[src/common/seq_pkg.sv]
// Package: constants and types shared by the sequencer and the system end
package seq_pkg;
  // ==========================================
  // Clock division
  localparam int unsigned DIV_RATIO        = 4;       // Oscillator to bus clock ratio
  localparam logic [1:0]  DIV_LAST         = 2'h3;    // Last divider phase
  // ==========================================
  // Reset timing
  localparam int unsigned CLK_PERIOD_PS    = 5000;    // Reference period in ps
  localparam int unsigned POWERON_HOLD_MS  = 20;      // Least power-on reset time
  localparam int unsigned POWERON_HOLD_CYC =
    POWERON_HOLD_MS * (1000000000 / CLK_PERIOD_PS);  // Kept inside 32 bits
  localparam int unsigned RUN_RESET_TCYC   = 3;       // Least running reset, bus cycles
  localparam logic [1:0]  ADDR_HIGH_TCYC   = 2'h2;    // Bus cycles counted before lines go high
  localparam logic [1:0]  HOLD_TCYC        = 2'h3;    // Bus cycles the system end holds reset
  // ==========================================
  // Control register layout
  localparam logic [15:0] CTRL_ADDR        = 16'h0014;  // Control register address
  localparam int unsigned FIRST_EN_BIT     = 0;         // First external enable position
  localparam int unsigned SECOND_EN_BIT    = 1;         // Second external enable position
  localparam int unsigned RAM_EN_BIT       = 6;         // On-chip RAM enable position
  localparam logic [7:0]  CTRL_RESET       = 8'h7c;     // Value after reset
  // ==========================================
  // Vector addresses, high byte of each pair
  localparam logic [15:0] VEC_RESET   = 16'hfffe;
  localparam logic [15:0] VEC_TRAP    = 16'hffee;
  localparam logic [15:0] VEC_NMI     = 16'hfffc;
  localparam logic [15:0] VEC_SOFT    = 16'hfffa;
  localparam logic [15:0] VEC_FIRST   = 16'hfff8;
  localparam logic [15:0] VEC_CAPTURE = 16'hfff6;
  localparam logic [15:0] VEC_COMPARE = 16'hfff4;
  localparam logic [15:0] VEC_OVERFL  = 16'hfff2;
  localparam logic [15:0] VEC_MATCH   = 16'hffec;
  localparam logic [15:0] VEC_SECOND  = 16'hffea;
  localparam logic [15:0] VEC_SERIAL  = 16'hfff0;
  localparam logic [15:0] ADDR_ALL_HIGH = 16'hffff;     // Address lines during reset
  // ==========================================
  // Software register map of the system end
  localparam logic [3:0]  SYS_CMD     = 4'h0;  // Write: bit0 run reset, bit1 standby
  localparam logic [3:0]  SYS_PINS    = 4'h1;  // Write: request pin levels
  localparam logic [3:0]  SYS_STATUS  = 4'h2;  // Read/write one to clear: events
  localparam logic [3:0]  SYS_MASK    = 4'h3;  // Interrupt mask
  localparam logic [3:0]  SYS_VECTOR  = 4'h4;  // Not decoded: reads as zero
  localparam logic [3:0]  SYS_CTRLVAL = 4'h5;  // Not decoded: reads as zero
  localparam logic [7:0]  MASK_RESET  = 8'h00;
  // Sequencer states
  typedef enum logic [2:0] {
    ST_RESET, ST_FETCH_VEC, ST_RUN, ST_STACK, ST_VECTOR, ST_STANDBY
  } seq_state_t;
endpackage : seq_pkg

[src/common/seq_if.sv]
// Interface: pins between the sequencer and the system logic
`timescale 1ns/1ps
interface seq_if;
  logic        reset_pin_n;        // Reset request, low active
  logic        standby_pin_n;      // Standby request, low active
  logic        nmi_pin_n;          // Non-maskable request, falling edge
  logic        ext_request_first;  // First external request, low active level
  logic        ext_request_second; // Second external request, low active level
  logic        mode_pin_zero;      // Mode strap zero
  logic        mode_pin_one;       // Mode strap one
  logic        bus_clock;          // Divided bus clock out
  logic [15:0] addr_bus;           // Address lines
  logic        osc_out_pin;        // Oscillator output, high in standby
  modport device (input reset_pin_n, standby_pin_n, nmi_pin_n, ext_request_first,
                  ext_request_second, mode_pin_zero, mode_pin_one,
                  output bus_clock, addr_bus, osc_out_pin);
  modport system (output reset_pin_n, standby_pin_n, nmi_pin_n, ext_request_first,
                  ext_request_second, mode_pin_zero, mode_pin_one,
                  input bus_clock, addr_bus, osc_out_pin);
endinterface : seq_if

[src/hw/seq_device.sv]
// Device end: reset, standby and interrupt sequencing
//
// Added by the designer: the plain strobed port and the register addresses.
`timescale 1ns/1ps
// Notes on behaviour
// (RULE1) Bus clock is oscillator divided by four
// (RULE2) Standby low stops clock, holds reset
// (RULE3) Software clears RAM enable before standby
// (RULE4) Power-on reset held at least 20 ms
// (RULE5) Running reset held three bus cycles
// (RULE6) Third reset cycle drives address high
// (RULE7) Reset leaves working registers undefined
// (RULE8) Leave reset: straps, init, mask, vector
// (RULE9) Falling request edge starts non-maskable entry
// (RULE10) Non-maskable entry stacks, fetches FFFC
// (RULE11) Stack pointer set before edge request
// (RULE12) Maskable requests level, ignored when masked
// (RULE13) Maskable entry stacks, masks, fetches vector
// (RULE14) External requests gated by control bits
// (RULE15) Internal events merge into one request
// (RULE16) Priority order of vector pairs
// (RULE17) Second external then serial lowest
// (RULE18) Disabled enable blocks request and wake
module seq_device (
  input  wire logic ref_clk,             // Oscillator clock
  input  wire logic reset_n,             // Asynchronous reset
  seq_if.device     pins,                // System pins
  input  wire logic ctrl_we,             // Control register write
  input  wire logic [7:0] ctrl_wdata,    // Control register data
  input  wire logic mask_clear,          // Program clears interrupt mask
  input  wire logic instr_done,          // Current instruction finished
  input  wire logic software_request,    // Software interrupt
  input  wire logic trap_request,        // Trap request
  input  wire logic capture_event,       // Timer capture
  input  wire logic compare_event,       // Timer compare
  input  wire logic overflow_event,      // Timer overflow
  input  wire logic counter_match_event, // Timer match
  input  wire logic serial_event,        // Serial unit
  output logic      bus_tick,            // One-cycle bus clock enable
  output logic [15:0] vector_addr,       // Vector being fetched
  output logic      vector_fetch,        // Vector fetch pulse
  output logic      stack_push,          // Stacking in progress
  output logic      int_mask,            // Condition code mask bit
  output logic [7:0] ctrl_value,         // Control register image
  output logic [1:0] mode_latched,       // Latched mode straps
  output logic      wake_request         // Enabled external wake
);
  // ==========================================
  // Synchronisers
  logic [6:0] sync1_reg;  // First stage, read only by second
  logic [6:0] sync2_reg;  // Second stage
  always_ff @(posedge ref_clk or negedge reset_n) begin
    if (!reset_n) begin
      // Reset pin starts low, as the system holds it, so no false release
      sync1_reg <= 7'h3f;
      sync2_reg <= 7'h3f;
    end else begin
      sync1_reg <= {pins.reset_pin_n, pins.standby_pin_n, pins.nmi_pin_n,
                    pins.ext_request_first, pins.ext_request_second,
                    pins.mode_pin_zero, pins.mode_pin_one};
      sync2_reg <= sync1_reg;
    end
  end
  logic rst_s, standby_s, nmi_s, first_s, second_s, strap0_s, strap1_s;  // Synchronised pins
  assign {rst_s, standby_s, nmi_s, first_s, second_s, strap0_s, strap1_s} = sync2_reg;

  // ==========================================
  // State
  typedef struct packed {
    seq_pkg::seq_state_t state;
    logic [1:0]  div;        // Divider phase
    logic        tick;       // Bus clock enable
    logic        bclk;       // Bus clock pin
    logic [1:0]  rst_cnt;    // Bus cycles of reset seen
    logic [15:0] addr;       // Address lines
    logic        osc;        // Oscillator out
    logic        nmi_prev;   // Previous request level
    logic        nmi_pend;   // Latched edge
    logic        mask;       // Interrupt mask
    logic [7:0]  ctrl;       // Control register
    logic [1:0]  mode;       // Straps
    logic [15:0] vec;        // Selected vector
    logic        vfetch;     // Vector fetch pulse
    logic        push;       // Stacking
    logic        wake;       // Wake request
  } dev_state_t;
  dev_state_t cur_reg, cur_next;

  logic merged_req;  // Merged internal request
  logic first_ok;    // Gated first request
  logic second_ok;   // Gated second request
  assign merged_req = capture_event | compare_event | overflow_event |
                      counter_match_event | serial_event;  // [RULE15]
  assign first_ok  = !first_s && cur_reg.ctrl[seq_pkg::FIRST_EN_BIT];    // [RULE14] [RULE18]
  assign second_ok = !second_s && cur_reg.ctrl[seq_pkg::SECOND_EN_BIT];  // [RULE14] [RULE18]

  // Next state
  always_comb begin
    cur_next        = cur_reg;
    cur_next.tick   = 1'b0;
    cur_next.vfetch = 1'b0;
    cur_next.wake   = first_ok | second_ok;  // [RULE18]
    // Divide by four
    cur_next.div  = cur_reg.div + 2'h1;   // [RULE1]
    cur_next.tick = (cur_reg.div == seq_pkg::DIV_LAST);  // [RULE1]
    cur_next.bclk = cur_reg.div[1];       // [RULE1]
    cur_next.nmi_prev = nmi_s;
    if (cur_reg.nmi_prev && !nmi_s) begin
      cur_next.nmi_pend = 1'b1;           // [RULE9]
    end
    if (ctrl_we) begin
      cur_next.ctrl = ctrl_wdata;         // [RULE3]
    end
    if (mask_clear) begin
      cur_next.mask = 1'b0;
    end
    if (!standby_s) begin
      // Standby: clock stopped, reset held
      cur_next       = cur_reg;
      cur_next.state = seq_pkg::ST_STANDBY;  // [RULE2]
      cur_next.div   = 2'h0;
      cur_next.tick  = 1'b0;
      cur_next.bclk  = 1'b0;
      cur_next.osc   = 1'b1;
      cur_next.rst_cnt = 2'h0;
      cur_next.vfetch  = 1'b0;
      cur_next.push    = 1'b0;
      cur_next.wake    = 1'b0;
    end else if (!rst_s) begin
      // Reset: count bus cycles, then address high
      cur_next.state = seq_pkg::ST_RESET;
      cur_next.push  = 1'b0;
      cur_next.osc   = 1'b0;
      cur_next.ctrl  = {cur_reg.ctrl[7], seq_pkg::CTRL_RESET[6:0]};  // [RULE18]
      cur_next.nmi_pend = 1'b0;
      if (cur_reg.tick && cur_reg.rst_cnt != seq_pkg::HOLD_TCYC) begin
        cur_next.rst_cnt = cur_reg.rst_cnt + 2'h1;
      end
      if (cur_reg.rst_cnt >= seq_pkg::ADDR_HIGH_TCYC) begin
        cur_next.addr = seq_pkg::ADDR_ALL_HIGH;  // [RULE6]
      end
    end else begin
      unique case (cur_reg.state)
        seq_pkg::ST_STANDBY, seq_pkg::ST_RESET: begin
          // Release: latch straps, set mask, fetch reset vector
          cur_next.mode  = {strap1_s, strap0_s};  // [RULE8]
          cur_next.mask  = 1'b1;            // [RULE8]
          cur_next.vec   = seq_pkg::VEC_RESET;  // [RULE8]
          cur_next.rst_cnt = 2'h0;
          cur_next.state = seq_pkg::ST_FETCH_VEC;
        end
        seq_pkg::ST_FETCH_VEC: begin
          cur_next.vfetch = 1'b1;
          cur_next.addr   = cur_reg.vec;
          cur_next.state  = seq_pkg::ST_RUN;
        end
        seq_pkg::ST_RUN: begin
          // Fixed priority, taken only at instruction end [RULE16] [RULE17]
          if (instr_done) begin
            cur_next.state = seq_pkg::ST_STACK;
            if (trap_request) begin
              cur_next.vec = seq_pkg::VEC_TRAP;
            end else if (cur_reg.nmi_pend) begin
              cur_next.vec = seq_pkg::VEC_NMI;      // [RULE9] [RULE10]
              // A fresh edge in this cycle stays pending
              cur_next.nmi_pend = cur_reg.nmi_prev && !nmi_s;
            end else if (software_request) begin
              cur_next.vec = seq_pkg::VEC_SOFT;
            end else if (!cur_reg.mask && first_ok) begin
              cur_next.vec = seq_pkg::VEC_FIRST;    // [RULE12]
            end else if (!cur_reg.mask && merged_req && capture_event) begin
              cur_next.vec = seq_pkg::VEC_CAPTURE;
            end else if (!cur_reg.mask && merged_req && compare_event) begin
              cur_next.vec = seq_pkg::VEC_COMPARE;
            end else if (!cur_reg.mask && merged_req && overflow_event) begin
              cur_next.vec = seq_pkg::VEC_OVERFL;
            end else if (!cur_reg.mask && merged_req && counter_match_event) begin
              cur_next.vec = seq_pkg::VEC_MATCH;
            end else if (!cur_reg.mask && second_ok) begin
              cur_next.vec = seq_pkg::VEC_SECOND;
            end else if (!cur_reg.mask && merged_req) begin
              cur_next.vec = seq_pkg::VEC_SERIAL;
            end else begin
              cur_next.state = seq_pkg::ST_RUN;     // [RULE12] masked: ignore
            end
            if (cur_next.state == seq_pkg::ST_STACK) begin
              cur_next.push = 1'b1;                 // [RULE10] [RULE13]
            end
          end
        end
        seq_pkg::ST_STACK: begin
          // Registers pushed, then mask set
          cur_next.push  = 1'b0;
          cur_next.mask  = 1'b1;                    // [RULE13]
          cur_next.state = seq_pkg::ST_VECTOR;
        end
        seq_pkg::ST_VECTOR: begin
          // Final cycle fetches vector
          cur_next.vfetch = 1'b1;                   // [RULE13]
          cur_next.addr   = cur_reg.vec;
          cur_next.state  = seq_pkg::ST_RUN;
        end
      endcase
    end
  end

  // Register update; working registers are not part of this state [RULE7]
  always_ff @(posedge ref_clk or negedge reset_n) begin
    if (!reset_n) begin
      cur_reg <= '{state: seq_pkg::ST_RESET, div: 2'h0, tick: 1'b0, bclk: 1'b0,
                   rst_cnt: 2'h0, addr: 16'h0000, osc: 1'b0, nmi_prev: 1'b1,
                   nmi_pend: 1'b0, mask: 1'b1, ctrl: seq_pkg::CTRL_RESET,
                   mode: 2'h0, vec: seq_pkg::VEC_RESET, vfetch: 1'b0,
                   push: 1'b0, wake: 1'b0};
    end else begin
      cur_reg <= cur_next;
    end
  end

  // Outputs
  assign pins.bus_clock   = cur_reg.bclk;
  assign pins.addr_bus    = cur_reg.addr;
  assign pins.osc_out_pin = cur_reg.osc;
  assign bus_tick     = cur_reg.tick;
  assign vector_addr  = cur_reg.vec;
  assign vector_fetch = cur_reg.vfetch;
  assign stack_push   = cur_reg.push;
  assign int_mask     = cur_reg.mask;
  assign ctrl_value   = cur_reg.ctrl;
  assign mode_latched = cur_reg.mode;
  assign wake_request = cur_reg.wake;
endmodule // seq_device

[src/flat_wrapper.sv]
// flat-port wrapper written by rule: the top's interface ports become plain ports
module seq_device_flat 
  (ref_clk, reset_n, ctrl_we, ctrl_wdata, mask_clear, instr_done, software_request, trap_request, capture_event, compare_event, overflow_event, counter_match_event, serial_event, bus_tick, vector_addr, vector_fetch, stack_push, int_mask, ctrl_value, mode_latched, wake_request, pins_reset_pin_n, pins_standby_pin_n, pins_nmi_pin_n, pins_ext_request_first, pins_ext_request_second, pins_mode_pin_zero, pins_mode_pin_one, pins_bus_clock, pins_addr_bus, pins_osc_out_pin);
  seq_if pins_i ();
  input  wire logic ref_clk;
  input  wire logic reset_n;
  input  wire logic ctrl_we;
  input  wire logic [7:0] ctrl_wdata;
  input  wire logic mask_clear;
  input  wire logic instr_done;
  input  wire logic software_request;
  input  wire logic trap_request;
  input  wire logic capture_event;
  input  wire logic compare_event;
  input  wire logic overflow_event;
  input  wire logic counter_match_event;
  input  wire logic serial_event;
  output logic bus_tick;
  output logic [15:0] vector_addr;
  output logic vector_fetch;
  output logic stack_push;
  output logic int_mask;
  output logic [7:0] ctrl_value;
  output logic [1:0] mode_latched;
  output logic wake_request;
  input wire logic [$bits(pins_i.reset_pin_n)-1:0] pins_reset_pin_n;
  input wire logic [$bits(pins_i.standby_pin_n)-1:0] pins_standby_pin_n;
  input wire logic [$bits(pins_i.nmi_pin_n)-1:0] pins_nmi_pin_n;
  input wire logic [$bits(pins_i.ext_request_first)-1:0] pins_ext_request_first;
  input wire logic [$bits(pins_i.ext_request_second)-1:0] pins_ext_request_second;
  input wire logic [$bits(pins_i.mode_pin_zero)-1:0] pins_mode_pin_zero;
  input wire logic [$bits(pins_i.mode_pin_one)-1:0] pins_mode_pin_one;
  output wire logic [$bits(pins_i.bus_clock)-1:0] pins_bus_clock;
  output wire logic [$bits(pins_i.addr_bus)-1:0] pins_addr_bus;
  output wire logic [$bits(pins_i.osc_out_pin)-1:0] pins_osc_out_pin;
  assign pins_i.reset_pin_n = pins_reset_pin_n;
  assign pins_i.standby_pin_n = pins_standby_pin_n;
  assign pins_i.nmi_pin_n = pins_nmi_pin_n;
  assign pins_i.ext_request_first = pins_ext_request_first;
  assign pins_i.ext_request_second = pins_ext_request_second;
  assign pins_i.mode_pin_zero = pins_mode_pin_zero;
  assign pins_i.mode_pin_one = pins_mode_pin_one;
  assign pins_bus_clock = pins_i.bus_clock;
  assign pins_addr_bus = pins_i.addr_bus;
  assign pins_osc_out_pin = pins_i.osc_out_pin;
  seq_device u_core (.ref_clk(ref_clk), .reset_n(reset_n), .pins(pins_i), .ctrl_we(ctrl_we), .ctrl_wdata(ctrl_wdata), .mask_clear(mask_clear), .instr_done(instr_done), .software_request(software_request), .trap_request(trap_request), .capture_event(capture_event), .compare_event(compare_event), .overflow_event(overflow_event), .counter_match_event(counter_match_event), .serial_event(serial_event), .bus_tick(bus_tick), .vector_addr(vector_addr), .vector_fetch(vector_fetch), .stack_push(stack_push), .int_mask(int_mask), .ctrl_value(ctrl_value), .mode_latched(mode_latched), .wake_request(wake_request));
endmodule
[config.mk]
export PLATFORM = sky130hd
export DESIGN_NAME = seq_device_flat
export DESIGN_NICKNAME = d
export VERILOG_FILES = /design/src/common/seq_pkg.sv /design/src/common/seq_if.sv /design/src/hw/seq_device.sv /design/src/flat_wrapper.sv
export SDC_FILE = /design/constraint.sdc
export NUM_CORES = 1
export LEC_CHECK = 0
export ABC_AREA = 1
export BUFFER_PORTS_ARGS = -buffer_cell sky130_fd_sc_hd__buf_2
export CAP_MARGIN = 20
export CELL_PAD_IN_SITES_DETAIL_PLACEMENT = 0
export CELL_PAD_IN_SITES_GLOBAL_PLACEMENT = 2
export CORE_MARGIN = 2
export CORE_UTILIZATION = 30
export DETAILED_ROUTE_END_ITERATION = 10
export PLACE_DENSITY_LB_ADDON = 0.2
export SLEW_MARGIN = 20
export SYNTH_ARGS = -nofsm -noshare
export SYNTH_HDL_FRONTEND = slang
export SYNTH_SLANG_ARGS = --single-unit
[constraint.sdc]
create_clock -name ref_clk -period 1.68 [get_ports ref_clk]
set_clock_uncertainty 0.05 [all_clocks]
set_input_delay 0.168 -clock ref_clk [delete_from_list [all_inputs] [get_ports ref_clk]]
set_output_delay 0.168 -clock ref_clk [all_outputs]
set_load 0.03 [all_outputs]
After elaboration in Yosys (flattened, before gate mapping)
Index checks and enable logic that the tools add are counted.
- bits in registers: 72
- bits of input ports: 27
- output and inout bits: 49
- word-level logic and storage cells: 130
- add/sub/neg operators: 2
- order comparisons: 1
- equal/unequal tests: 18
- muxes and demuxes: 57
- bitwise logic cells: 5
- reductions and logical operators: 28
- operators by type and width (kind ; count):
    16-bit two-way mux ; 13
    3-bit two-way mux ; 16
    16-bit case mux with 2 select lines ; 1
    19-bit two-way mux ; 1
    18-bit two-way mux ; 1
    1-bit two-way mux ; 17
    7-bit two-way mux ; 2
    4-bit inequality test (second input constant) ; 3
    3-bit case mux with 4 select lines ; 1
    3-bit AND reduction ; 4
    1-bit logical AND ; 11
    11-bit by 3-bit inequality test with 1-bit output (second input constant) ; 1
    2-bit inequality test (second input constant) ; 5
    3-bit by 2-bit == test with 1-bit output (second input constant) ; 3
    3-bit == test (second input constant) ; 2
    2-bit two-way mux ; 3
    1-bit bitwise OR ; 5
    5-bit AND reduction ; 1
    2-bit by 1-bit adder with 2-bit output (second input constant) ; 2
    1-bit zero test ; 4
    4-bit two-way mux ; 1
    2-bit AND reduction ; 2
    2-bit nonzero test ; 2
    2-bit OR reduction ; 2
    other kinds (8) ; 8

Logic depth before layout (Yosys ltp)
- depth after elaboration: 25
- mapped depth: 10
- gate-level depth less buffers: 10

Worst setup path after synthesis
OpenSTA, ideal clock, no wires.
- path kind: register -> register
- from: reg u_core.cur_reg (netlist bit u_core.int_mask)
- to: reg u_core.cur_reg (netlist bit u_core.vector_addr[1])
- library setup time: 0.076 ns
- arrival: 1.349 ns
- data required time: 1.554 ns
- setup slack: 0.205 ns
- cell stages (with the launch flop): 10
- buffers on the path: 0
- period minus slack after synthesis: 1.475 ns
- cells stage by stage: dfstp_2 -> inv_2 -> nand3_2 -> nand2_1 -> nor2_1 -> nand3_1 -> nand3_2 -> nand2_1 -> inv_1 -> a21oi_2
- word-level cells in the longest chain between the ends: 13
- elaborated cells on any way between the ends: 21
- classes of those cells: eq/ne: 1; mux: 11; reduce/logical: 9
- ends and longest elaborated chain (element ; RTL line ; RTL):
    start, declared ; seq_device.sv:87 ; dev_state_t cur_reg, cur_next;
    start signal, assigned ; seq_device.sv:210 ; cur_reg <= '{state: seq_pkg::ST_RESET, div: 2'h0, tick: 1'b0, bclk: 1'b0,
    start signal, assigned ; seq_device.sv:216 ; cur_reg <= cur_next;
    1-bit zero test * ; - ;
    1-bit logical AND, on equally long branches ; - ;
    16-bit two-way mux / 1-bit logical AND (equally long branches) ; seq_device.sv:179, seq_device.sv:177 ;
    16-bit two-way mux ; seq_device.sv:177 ; end else if (!cur_reg.mask && merged_req && counter_match_event) begin
    16-bit two-way mux ; seq_device.sv:175 ; end else if (!cur_reg.mask && merged_req && overflow_event) begin
    16-bit two-way mux ; seq_device.sv:173 ; end else if (!cur_reg.mask && merged_req && compare_event) begin
    16-bit two-way mux ; seq_device.sv:171 ; end else if (!cur_reg.mask && merged_req && capture_event) begin
    16-bit two-way mux ; seq_device.sv:169 ; end else if (!cur_reg.mask && first_ok) begin
    16-bit two-way mux ; seq_device.sv:167 ; end else if (software_request) begin
    16-bit two-way mux ; seq_device.sv:163 ; end else if (cur_reg.nmi_pend) begin
    16-bit two-way mux ; seq_device.sv:161 ; if (trap_request) begin
    16-bit two-way mux ; seq_device.sv:159 ; if (instr_done) begin
    16-bit case mux with 2 select lines ; seq_device.sv:143 ; unique case (cur_reg.state)
Every way passes the cells marked *; elsewhere a longest branch is shown, timed or not. The select of a mux whose other input is x is not followed.
A chain may end at the register's enable or synchronous reset.

Final worst setup path
Same ends and word-level chain as after synthesis.

==> impl_metrics.json <==
{
  "grtUsageMet1": 0.1643,
  "clock-sinks": 50,
  "drv_cap": 0,
  "drc": 0,
  "synthTopCellsByArea": "dfrtp_1, dfstp_2, buf_4",
  "leakage_nw": 1.403,
  "yosysTopAreaCellShare": 0.2781,
  "reg2reg_to": "u_core.vector_addr[1]$_DFFE_PN1P_",
  "syn_area_sq_um": 2430,
  "tns_ns": 0,
  "largest_register_ffs": 9,
  "setup_viol": 0,
  "grtUsageTotal": 0.1188,
  "fmax_mhz": 668.7,
  "die_h_microns": 94.00,
  "htreeDepth": 2,
  "dp_slack_ns": 0.1828,
  "worstHoldEndpoint": "u_core.ctrl_value[4]$_DFFE_PN1P_",
  "hold_ws_ns": 0.02644,
  "synthCells": 261,
  "cts_max_path_buffers": 2,
  "dp_hpwl_microns": 3726,
  "drv_slew": 0,
  "port_buffers": 63,
  "synthXorXnorAreaFrac": 0.003605,
  "grt_use_met2": 0.1804,
  "synth-simple-area-share": 0.1648,
  "drive_gt1_frac": 0.3762,
  "rr_worst_depth": 9,
  "antenna_found_initial": 0,
  "min_path_type": "input port to register",
  "worstHoldStart": "ctrl_wdata[4]",
  "dieWidth_microns": 94.00,
  "antenna_left": 0,
  "worst_skew_pair.late_latency_ns": 0.30,
  "rows": 32,
  "finalCritPeriodShare": 0.8901,
  "ys_types": 31,
  "totalWireLength_microns": 4882,
  "synth.most_common_cell": "buf_4",
  "via_per_inst": 4.063,
  "async_reset_ff_frac": 1.000,
  "wl_per_cell_microns": 11.82,
  "crit_arrival_ns": 1.68,
  "cts_buffers": 5,
  "fin_crit_ns": 1.495,
  "tritoncts": "done",
  "fin_nets": 340,
  "ys_seq_area_frac": 0.5268,
  "worstSetupEndpointType": "register",
  "drt_first_pass_iters": 4,
  "clkTransAtPathRegs_ns": 0.09,
  "drt-initial-drc-count": 59,
  "p_per_area_nw_per_um2": 1054,
  "ir_worst_vdd_uv": 404.3,
  "synth-seq-cells": 50,
  "dr_total_vias": 1678,
  "final_cells": 413,
  "synth_top_family_by_area": "buffers and inverters",
  "grt-busiest-layer": "met2",
  "synth-compound-area-share": 0.09269,
  "syn2layout_area_growth_pct": 16.07,
  "core_area_sq_um": 7767,
  "grt_pass1_vias": 1622,
  "fill_cells": 849,
  "die_area_sq_um": 8835,
  "ios": 76,
  "use_met3": 0.02889,
  "start_kind": "register",
  "initial_core_util": 0.3128,
  "ctsResizeCount": 0,
  "place.gp.congestion": 0.7309,
  "grt_max_degree": 51,
  "outcome": "finished, final reports clean",
  "r2r_setup_slack_ns": 0.18,
  "hold_viol": 0,
  "synth_warnings": 0,
  "gr-total-overflow": 0,
  "setup_slack_ns": 0.1846,
  "crit_type": "register to register",
  "cp.required_ns": 1.86,
  "grt_pass1_wl_microns": 8066,
  "hold_depth": 3,
  "synthMuxAreaShare": 0.01390,
  "postSynthAreaPerCell_sq_um": 9.310,
  "cts_root_buf": "clkbuf_8",
  "yosys-top-cells-count": "buf_4, nand2_1, dfrtp_1",
  "synth_ff_type": "dfrtp_1",
  "diodes": 0,
  "synth_area_leader_cell": "dfrtp_1",
  "dp_cells": 397,
  "synthAdderAreaFrac": 0.01545,
  "crit_fanout": 9,
  "synth-edff-count": 0,
  "reg2reg_from": "u_core.int_mask$_DFFE_PN1P_",
  "rsz0062_at_grt": "false"
}
-- final cells by class --
cell class	count	area, sq um	share of cell area
clock inverter	1	30.03	0.01065
timing repair buffer	76	445.4	0.1579
clock buffer	7	76.32	0.02706
multi-input combinational	148	750.7	0.2662
tap	102	127.6	0.04525
inverter	29	110.1	0.03904
sequential	50	1280	0.4539
-- critical path: stages, from the launching register on --
cell     delay (ns)
dfstp_2        0.55
inv_2          0.08
nand3_2        0.09
nand2_1        0.07
nor2_1         0.12
nand3_1        0.16
nand3_2        0.15
nand2_1        0.06
inv_1          0.06
a21oi_2        0.03
-- per-layer routing --
layer / wire (microns) / vias to the layer above
met5: 0 / -
met4: 56 / 0
met3: 224 / 5
met2: 2150 / 46
met1: 2450 / 759
li1: - / 868
-- worst max-delay path by stage --
stage | slack, ns | depth (start not counted) | start | end
after global routing | 0.009 | 8 | u_core.int_mask$_DFFE_PN1P_ | u_core.vector_addr[2]$_DFFE_PN1P_
after CTS | 0.15 | 9 | u_core.int_mask$_DFFE_PN1P_ | u_core.vector_addr[1]$_DFFE_PN1P_
after global placement | 0.21 | 9 | u_core.int_mask$_DFFE_PN1P_ | u_core.vector_addr[1]$_DFFE_PN1P_
after floorplan | 0.20 | 9 | u_core.int_mask$_DFFE_PN1P_ | u_core.vector_addr[1]$_DFFE_PN1P_
final | 0.18 | 9 | u_core.int_mask$_DFFE_PN1P_ | u_core.vector_addr[1]$_DFFE_PN1P_
after detailed placement | 0.18 | 9 | u_core.int_mask$_DFFE_PN1P_ | u_core.vector_addr[1]$_DFFE_PN1P_
-- cell usage in the layout, fill, tap and decap left out, types with 2 or more instances in the layout --
cell type and count:
a21oi_1 7, a31oi_1 2, buf_2 63, buf_4 4, clkbuf_1 2, clkbuf_8 5, conb_1 12, dfrtp_1 27
dfstp_2 23, dlygate4sd3_1 8, ha_1 3, inv_1 25, inv_2 3, mux2_2 2, nand2_1 42, nand2_2 5
nand3_1 7, nand3_2 2, nand4_1 2, nor2_1 23, nor2_2 2, nor3_1 2, o21ai_0 24, o21ai_1 4
-- repair_timing --
action                                 4_1_cts  5_1_grt
endpoints found under the hold margin       34        0
setup buffers                                0        0
hold buffers                                 8        0
-- stage by stage --
stage                     power (mW)  utilization  area, sq um
after CTS                      3.026       0.3631         2820
after global placement         2.160       0.3391         2634
after global routing           3.154       0.3631         2820
after floorplan                2.065            -         2467
final                          2.971       0.3631         2820
after detailed placement       2.162       0.3391         2634
-- where the power goes --
group          switching, mW  internal [mW]
sequential            0.0780           1.38
combinational          0.476          0.211
clock                  0.384          0.446
-- kinds of logic after synthesis --
logic type | count (synthesis)
simple gates | 88
buf+inv | 73
flops | 50
compound gates | 41
fa+ha+maj | 3
mux | 3
other cells | 2
xor+xnor | 1
(Power assumes the default switching activity.)
